--- src/logic/gple_defines.vh ---
// Purpose: constants for the pin pulse-width level encoder
// Assumes: 8-bit register address, 16-bit register data
// Notes:
`ifndef GPLE_DEFINES_VH
`define GPLE_DEFINES_VH
`define GPLE_ADDR_LOW_CFG 8'h57
`define GPLE_ADDR_HIGH_CFG 8'h58
`define GPLE_ADDR_SPARE 8'h59
`define GPLE_ADDR_CHECKSUM 8'h7E
`define GPLE_RST_LOW_CFG 16'h007F
`define GPLE_RST_HIGH_CFG 16'h3F80
`define GPLE_RST_SPARE 16'h5555
`define GPLE_RST_CHECKSUM 16'h0000
`define GPLE_TB_MSB 15
`define GPLE_TB_LSB 14
`define GPLE_HC_MSB 13
`define GPLE_HC_LSB 7
`define GPLE_LC_MSB 6
`define GPLE_LC_LSB 0
`define GPLE_TICK_SEL0 10'h00F
`define GPLE_TICK_SEL1 10'h03F
`define GPLE_TICK_SEL2 10'h0FF
`define GPLE_TICK_SEL3 10'h3FF
`endif

--- src/logic/gple_level_encoder.v ---
// Purpose: encode pin logic level as pulse-width pattern, plus registers
// Assumes: level input synchronous to clock_i
// Notes: read data valid one cycle after read strobe only
//
// The address-and-strobe port was left to the implementer.
`timescale 1ns/10ps
`include "gple_defines.vh"
module gple_level_encoder
(
    input wire clock_i,
    input wire rst_i,
    input wire [7:0] reg_addr_i,
    input wire [15:0] reg_wdata_i,
    input wire reg_write_i,
    input wire reg_read_i,
    output reg [15:0] reg_rdata_o,
    input wire pin_level_i,
    output reg pin_o,
    output reg pattern_phase_high_o
);
    reg [15:0] pin_low_level_pulse_config;
    reg [15:0] pin_high_level_pulse_config;
    reg [15:0] spare_scratch_section_one;
    reg [15:0] section_one_checksum_value;
    reg [6:0] high_count;
    reg [6:0] low_count;
    reg [6:0] phase_count;
    reg phase_high;
    reg next_pin;
    wire tick;
    wire [1:0] pulse_tick_select;
    wire [6:0] sel_high;
    wire [6:0] sel_low;

    ////////////////////////////////////////////////////////////////
    // register writes
    always @(posedge clock_i)
    begin
        if (rst_i)
        begin
            pin_low_level_pulse_config <= `GPLE_RST_LOW_CFG;
            pin_high_level_pulse_config <= `GPLE_RST_HIGH_CFG;
            spare_scratch_section_one <= `GPLE_RST_SPARE;
            section_one_checksum_value <= `GPLE_RST_CHECKSUM;
        end
        else if (reg_write_i)
        begin
            if (reg_addr_i == `GPLE_ADDR_LOW_CFG)
                pin_low_level_pulse_config <= reg_wdata_i;
            else if (reg_addr_i == `GPLE_ADDR_HIGH_CFG)
                pin_high_level_pulse_config <= {2'h0, reg_wdata_i[13:0]};
            else if (reg_addr_i == `GPLE_ADDR_SPARE)
                spare_scratch_section_one <= reg_wdata_i;
            else if (reg_addr_i == `GPLE_ADDR_CHECKSUM)
                section_one_checksum_value <= reg_wdata_i;
        end
    end

    // read data, unmapped reads zero
    always @(posedge clock_i)
    begin
        if (rst_i)
            reg_rdata_o <= 16'h0000;
        else if (reg_read_i)
        begin
            if (reg_addr_i == `GPLE_ADDR_LOW_CFG)
                reg_rdata_o <= pin_low_level_pulse_config;
            else if (reg_addr_i == `GPLE_ADDR_HIGH_CFG)
                reg_rdata_o <= pin_high_level_pulse_config; // reserved bits held at 00
            else if (reg_addr_i == `GPLE_ADDR_SPARE)
                reg_rdata_o <= spare_scratch_section_one;
            else if (reg_addr_i == `GPLE_ADDR_CHECKSUM)
                reg_rdata_o <= section_one_checksum_value;
            else
                reg_rdata_o <= 16'h0000;
        end
        else
            reg_rdata_o <= 16'h0000;
    end

    ////////////////////////////////////////////////////////////////
    // tick source shared by both levels, rate set from the low config only
    assign pulse_tick_select = pin_low_level_pulse_config[`GPLE_TB_MSB:`GPLE_TB_LSB];

    gple_tick_divider u_tick
    (
        .clock_i(clock_i),
        .rst_i(rst_i),
        .pulse_tick_select_i(pulse_tick_select),
        .tick_o(tick)
    );

    // pair for the level now at pin_level_i
    assign sel_high = pin_level_i ?
        pin_high_level_pulse_config[`GPLE_HC_MSB:`GPLE_HC_LSB] :
        pin_low_level_pulse_config[`GPLE_HC_MSB:`GPLE_HC_LSB];
    assign sel_low = pin_level_i ?
        pin_high_level_pulse_config[`GPLE_LC_MSB:`GPLE_LC_LSB] :
        pin_low_level_pulse_config[`GPLE_LC_MSB:`GPLE_LC_LSB];

    ////////////////////////////////////////////////////////////////
    // pattern sequencer, counts latched at each period start
    always @(posedge clock_i)
    begin
        if (rst_i)
        begin
            high_count <= 7'h00;
            low_count <= 7'h00;
            phase_count <= 7'h00;
            phase_high <= 1'b0;
        end
        else if (tick)
        begin
            if (phase_count != 7'h00)
                phase_count <= phase_count - 7'h01;
            else if (phase_high && (low_count != 7'h00))
            begin
                phase_high <= 1'b0;
                phase_count <= low_count - 7'h01;
            end
            else
            begin
                // period boundary: new counts take effect
                high_count <= sel_high;
                low_count <= sel_low;
                if (sel_high != 7'h00)
                begin
                    phase_high <= 1'b1;
                    phase_count <= sel_high - 7'h01;
                end
                else
                begin
                    phase_high <= 1'b0;
                    phase_count <= (sel_low == 7'h00) ? 7'h00 : sel_low - 7'h01;
                end
            end
        end
    end

    // static cases override pattern
    always @*
    begin
        if (high_count == 7'h00)
            next_pin = 1'b0;
        else if (low_count == 7'h00)
            next_pin = 1'b1;
        else
            next_pin = phase_high;
    end

    // registered pin drive
    always @(posedge clock_i)
    begin
        if (rst_i)
        begin
            pin_o <= 1'b0;
            pattern_phase_high_o <= 1'b0;
        end
        else
        begin
            pin_o <= next_pin;
            pattern_phase_high_o <= phase_high;
        end
    end
endmodule

--- src/logic/gple_tick_divider.v ---
// Purpose: one-cycle tick enable from selectable divider
// Assumes: selector changes are rare
// Notes: terminal value is divide ratio minus one
`timescale 1ns/10ps
`include "gple_defines.vh"
module gple_tick_divider
(
    input wire clock_i,
    input wire rst_i,
    input wire [1:0] pulse_tick_select_i,
    output reg tick_o
);
    reg [9:0] count;
    reg [9:0] terminal;

    // divide ratio lookup
    always @*
    begin
        case (pulse_tick_select_i)
            2'h0: terminal = `GPLE_TICK_SEL0;
            2'h1: terminal = `GPLE_TICK_SEL1;
            2'h2: terminal = `GPLE_TICK_SEL2;
            default: terminal = `GPLE_TICK_SEL3;
        endcase
    end

    // free-running counter, pulse on terminal
    always @(posedge clock_i)
    begin
        if (rst_i)
        begin
            count <= 10'h000;
            tick_o <= 1'b0;
        end
        else if (count >= terminal)
        begin
            count <= 10'h000;
            tick_o <= 1'b1;
        end
        else
        begin
            count <= count + 10'h001;
            tick_o <= 1'b0;
        end
    end
endmodule

--- config.mk ---
export PLATFORM = sky130hd
export DESIGN_NAME = gple_level_encoder
export DESIGN_NICKNAME = d
export VERILOG_FILES = /design/src/logic/gple_level_encoder.v /design/src/logic/gple_tick_divider.v
export VERILOG_INCLUDE_DIRS = /design/src /design/src/logic
export SDC_FILE = /design/constraint.sdc
export NUM_CORES = 1
export LEC_CHECK = 0
export ABC_AREA = 1
export CORE_ASPECT_RATIO = 1.1
export CORE_UTILIZATION = 30
export CTS_CLUSTER_SIZE = 24
export DETAILED_ROUTE_END_ITERATION = 8
export DONT_BUFFER_PORTS = 1
export PLACE_DENSITY_LB_ADDON = 0.25
export SLEW_MARGIN = 20
export SYNTH_ARGS = -nofsm -noshare
export SYNTH_HDL_FRONTEND = slang
export SYNTH_SLANG_ARGS = --single-unit
--- constraint.sdc ---
create_clock -name clock_i -period 2.3 [get_ports clock_i]
set_clock_uncertainty 0.15 [all_clocks]
set_input_delay 0.345 -clock clock_i [delete_from_list [all_inputs] [get_ports clock_i]]
set_output_delay 0.345 -clock clock_i [all_outputs]
set_load 0.05 [all_outputs]
# == Word-level counts from Yosys, hierarchy flattened ==
# Index checks and enable logic that the tools add are counted.
# word_totals
regBits,113
in_bits,29
output_inout_bits,18
wordCells,63
# op_classes
n_addsub,5
n_lt_le_gt_ge,1
n_eq_ne,6
mux,15
bitwise_logic,6
reduce_logical,17
# ops
cell,count
two-way mux 16 bit,4
two-way mux 7 bit,6
== test 8 x 7 -> 1 bit (second input constant),4
one-hot mux 10 bit (3 select lines),1
subtractor 7 x 1 -> 7 bit (second input constant),4
zero test 7 bit,3
nonzero test 7 bit,3
adder 10 x 1 -> 10 bit (second input constant),1
>= comparator 10 bit,1
inverter 1 bit,6
AND reduction 3 bit,2
OR reduction 2 bit,3
AND reduction 5 bit,1
two-way mux 1 bit,4
AND reduction 2 bit,2
AND reduction 4 bit,1
== test 2 x 1 -> 1 bit (second input constant),1
== test 2 bit (second input constant),1
zero test 2 bit,1
logical AND 1 bit,1

# == Longest topological paths before layout ==
# Gate-level depths: netlist of run 1.
# logic_depth
ltp_word,6
mapped_depth,15
depth_no_buf,14

# == Hierarchy ==
# From an unflattened synthesis of run 1, not the netlist that was laid out.
# unflattened
cells_unflattened,754
hier_area_um2,5424.0
# by_module_without_submodules
mod,n_inst,cells_each,area_each_um2,seq_area_each_um2
gple_level_encoder,1,658,4743.3,2042.0
gple_tick_divider,1,96,680.7,220.2

# == Worst setup path before layout of run 1 ==
# OpenSTA, ideal clock, no wires.
# synth_path
path_type,in2reg
startpoint,in pin_level_i
endpoint,reg phase_count[0]
setup_ns,0.066
t_arrival_ns,1.676
t_required_ns,2.084
setup_slack_ns,0.407
stages,14
n_path_buf,2
path_cell_list,buf_6 -> buf_6 -> nand2_1 -> o21ai_2 -> inv_2 -> ha_1 -> inv_1 -> nor2_2 -> nand3_4 -> nor2_4 -> nand2_1 -> nand2_1 -> nand3_2 -> a21oi_2
# synth_between
elab_chain_cells,6
word_cells_on_any_way,10
classes_between,add/sub: 2; mux: 6; reduce/logical: 2
# synth_lines
element,line,text
start: declaration,gple_level_encoder.v:17,"input wire pin_level_i,"
two-way mux 7 bit,gple_level_encoder.v:97,assign sel_low = pin_level_i ?
subtractor 7 x 1 -> 7 bit or zero test 7 bit (tied branches),gple_level_encoder.v:134,phase_count <= (sel_low == 7'h00) ? 7'h00 : sel_low - 7'h01;
two-way mux 7 bit,gple_level_encoder.v:134,
two-way mux 7 bit (*),gple_level_encoder.v:126,if (sel_high != 7'h00)
two-way mux 7 bit (*),gple_level_encoder.v:116,else if (phase_high && (low_count != 7'h00))
two-way mux 7 bit (*),gple_level_encoder.v:114,if (phase_count != 7'h00)
end signal: assignment,gple_level_encoder.v:115,phase_count <= phase_count - 7'h01;
end signal: assignment,gple_level_encoder.v:119,phase_count <= low_count - 7'h01;
end signal: assignment,gple_level_encoder.v:134,
end: declaration,gple_level_encoder.v:27,reg [6:0] phase_count;
# Every way passes the cells marked *; elsewhere a longest branch is shown, timed or not.
# A chain may end at the register's enable or synchronous reset.

# == Worst setup path in the final report of run 1 ==
# layout_path
startpoint,reg phase_count[0]
endpoint,reg phase_high
# layout_between
elab_chain_cells,3
# layout_lines
element,line,text
start signal: assignment,gple_level_encoder.v:115,
start signal: assignment,gple_level_encoder.v:119,
start signal: assignment,gple_level_encoder.v:129,phase_count <= sel_high - 7'h01;
nonzero test 7 bit,gple_level_encoder.v:114,
inverter 1 bit (no line),n/a,
AND reduction 2 bit (no line),n/a,
end signal: assignment,gple_level_encoder.v:110,phase_high <= 1'b0;
end signal: assignment,gple_level_encoder.v:118,phase_high <= 1'b0;
end signal: assignment,gple_level_encoder.v:128,phase_high <= 1'b1;
end: declaration,gple_level_encoder.v:28,reg phase_high;
# Every way passes these cells.

==> out/results.txt, run 1 <==
The run finished with clean final reports. The clock tree buffer depth was 2; the final estimated routing congestion in global placement was 0.766. Max-cap violations in this run came to 0. The tools report the max-slew violation total from the final report as 0. The count of flip-flops with a built-in enable after synthesis was 0; the count of antenna diodes in the layout was 0. Counting every net in the synthesized netlist gives 793. The overall track demand over capacity in global routing came out at 15.6%. After detailed placement, the total cell area comes to 5690 sq um. The worst pin sits at a relative slew slack of 39.2%. Fill cells in the final layout number 1950. Once the floorplan was initialized, standard cells occupied 30.8% of the core. The biggest area contributor in the post-synthesis netlist is sky130_fd_sc_hd__dfxtp_1. The number of placed instances, taps included, is 969.

The sequential cells in the finished layout cover a total of 2260 sq um. For this design the ratio of total power to cell area is 719 nW/um^2. The number of vias per cell after detailed routing came out at 4.62. For the pin with the worst max-slew slack, the measured transition is 0.909 ns. The smallest clock period supported by the final layout is computed as 2.00 ns. For this run, the slowest stage of the critical path takes 0.31 ns. The average size of a mapped cell is 7.27 sq um. The min-delay analysis places its worst path in the category in -> reg. Data on the critical path is required at its endpoint by 2.47 ns. For this run, the post-layout net count is 808. The final hold violation count was 0; the overall die width was 131 microns. The pre-antenna-repair detailed-routing pass consisted of 4 iterations.

For this run, the top clock speed supported by timing is 0.501 GHz. The floorplan step defined a die boundary enclosing 18700 sq um. In the finished design, the share of the clock period the worst path needs comes to 86.7%. Ranked by total cell area, the synthesized netlist is headed by sky130_fd_sc_hd__dfxtp_1 41%, sky130_fd_sc_hd__nand2_1 12%, sky130_fd_sc_hd__o21ai_0 5.3%. The root buffer cell chosen for the clock tree is sky130_fd_sc_hd__clkbuf_16. TritonCTS built the clock tree. The run gives 2740 sq um as the area of the multi-input gates. The worst supply voltage drop on vdd came out at 388 uV.

The tools report the final-layout setup total negative slack as 0 ns. The proportion of register bits with asynchronous set or reset after synthesis was 0%; the DRC marker count from the first detailed-route iteration was 261. The detail route stage leaves a number of antenna-violating nets equal to 0. The total wire length after detailed routing is 13500 microns.

The detail-routed net length per standard cell was 13.3 microns; the via count of the first global-routing pass was 4524. The setup path with the least slack is of type reg -> reg. The clock tree synthesis step divided the H-tree into 4 levels.

The initial antenna violation count is 0, and the pin count of the biggest net entering global routing is 32. For this design, the slowest cell found on the critical path is sky130_fd_sc_hd__dfxtp_1. The nature of the critical path endpoint was a flip-flop. For the clock latency at the later pin of the worst-skew pair, the log shows 0.41 ns. The y dimension of the die was 143 microns; the via count of the routed design was 4694. The total CTS buffers was 17.

Primary flip-flop cell chosen by synthesis mapping: sky130_fd_sc_hd__dfxtp_1. The setup violation total in the final timing report was 0. Setup repair after global routing left no endpoint under its margin. The run gives 2.67 nW as the static leakage. The area growth from synthesis to layout is 17.0%, and the number of remaining DRC errors is 0. Among cell families on the critical path, the largest total delay comes from simple AND/OR/NAND/NOR gates. Synthesis produced 751 cells. Summed over its instances, the top area cell type makes up 41.5% of the synthesized netlist area. CTS saw 113 sinks. The number of buffers and inverters on the critical path works out to 4.

Row generation in the floorplan step produced 51 rows. The commonest cells after synthesis are 177 x sky130_fd_sc_hd__nand2_1, 113 x sky130_fd_sc_hd__dfxtp_1, 62 x sky130_fd_sc_hd__inv_1. Summing every instance area after synthesis gives 5460 sq um.

The number of storage elements in the synthesis netlist is 113. The global-route wire length before repair is 22900 microns, and the number of distinct standard cells referenced by the synthesized netlist is 40. The proportion of layout cells with a drive suffix above 1 works out to 12.5%.

The element type at the critical path start is a flip-flop. The count of input and output buffers was 0; the total I/O pin count was 47. Clock-pin slew was measured on the worst setup and hold paths at 0.05 ns. After routing the design area is 6380 sq um. The non-filler instance count after layout is 1015, and the warning count from the yosys run is 0. In this run the worst path has a maximum fanout of 23.

Most frequent cell after synthesis: sky130_fd_sc_hd__nand2_1. Data arrives at the worst endpoint at 2.17 ns. The number of gates resized after CTS was 0. Traced cell by cell, the critical path runs through inv_1 -> ha_1 -> nand2_1 -> nor2_1 -> inv_1 -> nor2_2 -> nand2_2 -> clkinv_4 -> nand3_4 -> inv_2 -> nand2_1 -> a21oi_1.

For the area of the core region, the log shows 17700 sq um. The run gives 41.5% as the sequential cell area fraction in the yosys report. Once detailed placement completed, the half-perimeter wirelength came to 9780 microns. The aggregate global routing overflow is 0, and the power after layout is 4.59 mW.
final cells by class:
class / instances / share of cell area (%)
Clock buffer: 19 / 6.94
Clock inverter: 11 / 1.45
Inverter: 77 / 4.61
Multi-Input combinational cell: 528 / 42.9
Sequential cell: 113 / 35.4
Tap cell: 238 / 4.67
Timing Repair Buffer: 29 / 4.04
cells by family (layout without fill, tap and decap cells):
family          count (synthesis)  count (layout)  share of synthesized area, %
simple gates                  326             326                          26.9
fa+ha+maj                      13              13                          2.98
flops                         113             113                          41.5
compound gates                178             178                          18.5
buf+inv                       110             136                          8.42
xor+xnor                       11              11                          1.77
repair_timing:
item                                   CTS  global route
endpoints found under the hold margin   53             0
buffers inserted                         0             0
hold buffers                            16             0
per-stage QoR:
step	setup slack [ns]	utilization, %	hold WS, ns
floorplan	0.407	-	0.268
global placement	0.149	32.1	0.272
detailed placement	0.110	32.1	0.274
CTS	0.271	36.0	0.000977
global route	0.0568	36.0	0.0295
finish	0.305	36.0	0.0144
worst reg2reg max path, delay by kind of cell (launching register included):
kind / cells / cell delay (ns)
and+or+nand+nor: 6 / 0.69
adders and majority gates: 1 / 0.18
AOI/OAI and AO/OA: 1 / 0.11
buffers and inverters: 4 / 0.46
DFF: 1 / 0.31
path summary, 6_finish.rpt:
path,startpoint,slack (ns),depth (start not counted),to
setup / recovery,phase_count[0],0.30,12,phase_high
hold reg to reg,u_tick.count[0],0.31,1,u_tick.count[0]
setup reg to reg,phase_count[0],0.30,12,phase_high
hold / removal,reg_wdata_i[6],0.01,2,section_one_checksum_value[6]
where the power goes:
group / total (mW) / switching, mW / internal (mW) / leakage (nW)
sequential: 1.97 / 0.00662 / 1.97 / 0.911
clock: 2.39 / 0.902 / 1.49 / 0.264
combinational: 0.227 / 0.147 / 0.0794 / 1.50
total: 4.59 / 1.06 / 3.53 / 2.67
flip-flops by register name (all words and copies together) (netlist names), 7 cells and up:
name,flops
spare_scratch_section_one,16
section_one_checksum_value,16
high_count,7
low_count,7
phase_count,7
pin_low_level_pulse_config,16
reg_rdata_o,16
u_tick.count,10
pin_high_level_pulse_config,14
cell usage in the layout, fill, tap and decap left out, drive strengths merged, types with 2 or more instances in the layout:
master	synthesis	final
nor2	71	71
nand3	49	49
clkinvlp	0	2
nand2	189	189
o22ai	2	2
buf	15	13
a31oi	2	2
dlygate4sd3	0	16
dfxtp	113	113
ha	13	13
nor3	6	6
a21oi	62	62
nor4	4	4
xnor2	4	4
o21ai	88	88
o211ai	9	9
xor2	7	7
clkinv	2	10
nand4	2	2
a41oi	14	14
inv	75	75
clkbuf	18	19
or2	2	2
nor3b	2	2
routing by layer:
layer	part of all wire (%)	vias to the layer above	global-route usage [%]
li1	-	2509	-
met1	49	2102	20.6
met2	47	68	25.4
met3	2.8	15	3.05
met4	1.4	0	5.20
met5	0	-	0
Power figures use the tool's default switching activity.
==> run 2: changes to the inputs <==
- PLACE_DENSITY_LB_ADDON: 0.25 -> unset
- clock period: 2.3 -> 2.2 ns (I/O delays scaled with it)
==> run 2 against run 1 <==
Compared with the run above: cell count increased by 0.20%; sequential power increased by 5%; combinational power increased by 7%; total power increased by 15%; count of clock-buffer cells in the layout increased by 4.
==> out/results.txt, run 2 (synthesis gave the netlist of run 1 again) <==
In the layout the commonest cells are 176 x sky130_fd_sc_hd__nand2_1, 113 x sky130_fd_sc_hd__dfxtp_1, 62 x sky130_fd_sc_hd__inv_1. The worst hold path terminates at reg_rdata_o[15]. Data on the critical path is required at its endpoint by 2.30 ns. For the number of detailed-routing iterations run before antenna repair, the log shows 5. The later pin in the worst-skew pair is clocked with a latency of 0.41 ns. Walking the worst path, the cells encountered are dlygate4sd3_1 -> nor2_1 -> buf_4 -> o21ai_0 -> a41oi_1. The number of stages on the worst hold path was 4.

In this run the power spent charging and discharging nets is 1.10 mW. The worst register-to-register path has a setup slack of 0.28 ns. The worst path in the final design needs a cycle of 2.07 ns, including I/O delays and setup.

In this run, the clock network consumes 56.4% of the power. The count of antenna diodes in the layout came out at 0. At the pin with the least slew margin, the transition time is 0.993 ns. The tools report the cell chosen for the clock root as sky130_fd_sc_hd__clkbuf_16. Summing all non-filler instances in the final layout gives an area of 6530 sq um. After detailed placement, the total cell area comes to 5680 sq um. The tool flagged a number of max-cap violations equal to 0. STA classifies the critical path endpoint as a flip-flop.

The worst-case IR drop observed on VDD is 547 uV. The clock tree buffer depth is 2, and the aggregate global routing overflow is 0. The clock-pin slew on the worst setup and hold paths came out at 0.05 ns.

The type of the tightest min-delay check is in -> reg. The worst register-to-register path begins at phase_count[0]. The master of the slowest instance on the critical path was sky130_fd_sc_hd__dlygate4sd3_1. The y dimension of the die is 143 microns. The logs give 0 for the max-slew violation total from the final report and 808 for the final net count. Setup repair after global routing left no endpoint under its margin. The count of nets left with antenna violations once routing finished came out at 0. The largest single stage delay on the critical path is 1.19 ns. In this run the critical register-to-register path is captured at low_count[6].

The tools report the power share of the combinational group as 4.6%. Global routing used 15.3% of the available tracks. The clock sink count was 113; the static leakage was 2.73 nW. Via count of the first global-routing pass: 4531. From synthesis to final layout, the design area changed by 19.6%. TritonCTS built the clock tree.

The run gives 0 ns as the final-layout setup total negative slack. The tools report the final hold violation count as 0. The run gives 0.800 as the final estimated routing congestion in global placement. After detailed routing, the number of remaining DRC violations is 0. The worst setup path is of the in -> reg kind.

The pin count of the biggest net entering global routing was 71. The number of vias per cell after detailed routing was 4.74. For the setup violation total in the final timing report, the log shows 0. The most common cell after layout, fill and taps aside is sky130_fd_sc_hd__nand2_1.

Static timing analysis puts the maximum clock frequency at 0.483 GHz. For the cell-internal power, the log shows 4.18 mW. The element type at the critical path start is a primary input. For the area of the core region, the log shows 17700 sq um. The tightest slew margin relative to the limit is 33.6%, and the portion of total power attributed to sequential cells is 39.0%. In the final layout, the multi-input gates occupy 2750 sq um. The floorplan has 51 rows. After the first detailed-routing iteration, the DRC count stood at 217. In the finished design, the share of the clock period the worst path needs comes to 94.1%.

The initial utilization of the core area, before any placement, comes to 30.8%. The total CTS buffers was 17; the total wire length after detailed routing was 13400 microns. For the H-tree depth, the log shows 4. Data arrives at the worst endpoint at 2.17 ns. The via count of the routed design came out at 4820. In this run the worst path has a maximum fanout of 17. The flow ran to the end, and the final reports show no timing, DRC or antenna violations. Detailed placement ended at an HPWL of 9370 microns. The fill cell total of the finished layout is 1915, and the power density over cell area is 810 nW/um^2.

The post-route netlist has 12.7% of its cells at a drive strength greater than 1. The run gives 22600 microns as the global-route wire length before repair. The switching share of power is 20.9%. The startpoint of the tightest hold check path is reg_read_i.

The die covers 18700 sq um. The count of input and output buffers is 0, and the total I/O pin count is 47. The initial antenna violation count was 0; the area occupied by registers was 2260 sq um.

In the final routed layout, each cell accounts on average for 13.2 microns. The die is 131 microns wide. The number of cells on the worst reg-to-reg path is 11.
run 2: routing by layer:
| layer | global-route usage [%] | vias up | share of wire (%) | wire [microns] |
|---|---|---|---|---|
| met5 | 0 | - | 0 | 0 |
| met4 | 5.57 | 0 | 1.5 | 197 |
| met3 | 2.53 | 21 | 2.9 | 383 |
| met1 | 20.2 | 2189 | 48 | 6400 |
| met2 | 25.0 | 91 | 48 | 6400 |
| li1 | - | 2519 | - | - |
run 2: through the flow:
stage | setup slack (ns) | util [%] | std cells | total power, mW | hold slack [ns]
final | 0.129 | 36.8 | 1017 | 5.28 | 0.00666
after global routing | 0.0561 | 36.8 | 1017 | 5.46 | 0.0220
after CTS | 0.123 | 36.7 | 1016 | 5.33 | 0.00153
after detailed placement | 0.00645 | 32.0 | 966 | 2.30 | 0.254
after global placement | 0.0718 | 32.0 | 966 | 2.30 | 0.251
after floorplan | 0.322 | - | 751 | 2.27 | 0.268
run 2: power groups by stage:
stage / Combinational, mW / Sequential (mW) / Clock, mW
floorplan: 0.166 / 2.10 / 0
detailed placement: 0.197 / 2.11 / 0
CTS: 0.241 / 2.06 / 3.02
global placement: 0.195 / 2.11 / 0
finish: 0.242 / 2.06 / 2.98
global route: 0.269 / 2.06 / 3.13
run 2: worst max path at each step:
stage	from	to	slack, ns	depth (start not counted)
6_report	rst_i	reg_rdata_o[5]	0.13	5
5_1_grt	rst_i	reg_rdata_o[11]	0.06	5
4_1_cts	rst_i	reg_rdata_o[5]	0.12	5
3_5_place_dp	reg_addr_i[6]	section_one_checksum_value[15]	0.006	7
3_3_place_gp	reg_addr_i[6]	section_one_checksum_value[15]	0.07	7
2_1_floorplan	pin_level_i	phase_count[0]	0.32	14
run 2: what timing repair did:
item | CTS | global route
hold buffers | 18 | 0
endpoints found under the setup margin | 0 | 5
endpoints found under the hold margin | 60 | 0
setup buffers | 0 | 0
gates resized for setup | 0 | 3
run 2: final cells by class:
| class | instances | area share (%) |
|---|---|---|
| multi-input cells | 529 | 42.2 |
| inverters | 77 | 4.54 |
| clock inverters | 9 | 2.32 |
| flip-flops and latches | 113 | 34.7 |
| repair buffers | 28 | 4.10 |
| well taps | 238 | 4.56 |
| clock buffers | 23 | 7.63 |
run 2: worst max-delay path, delay by kind of cell:
| kind | cells | cell delay, ns |
|---|---|---|
| compound gates | 2 | 0.21 |
| buf+inv | 2 | 1.44 |
| simple gates | 1 | 0.18 |
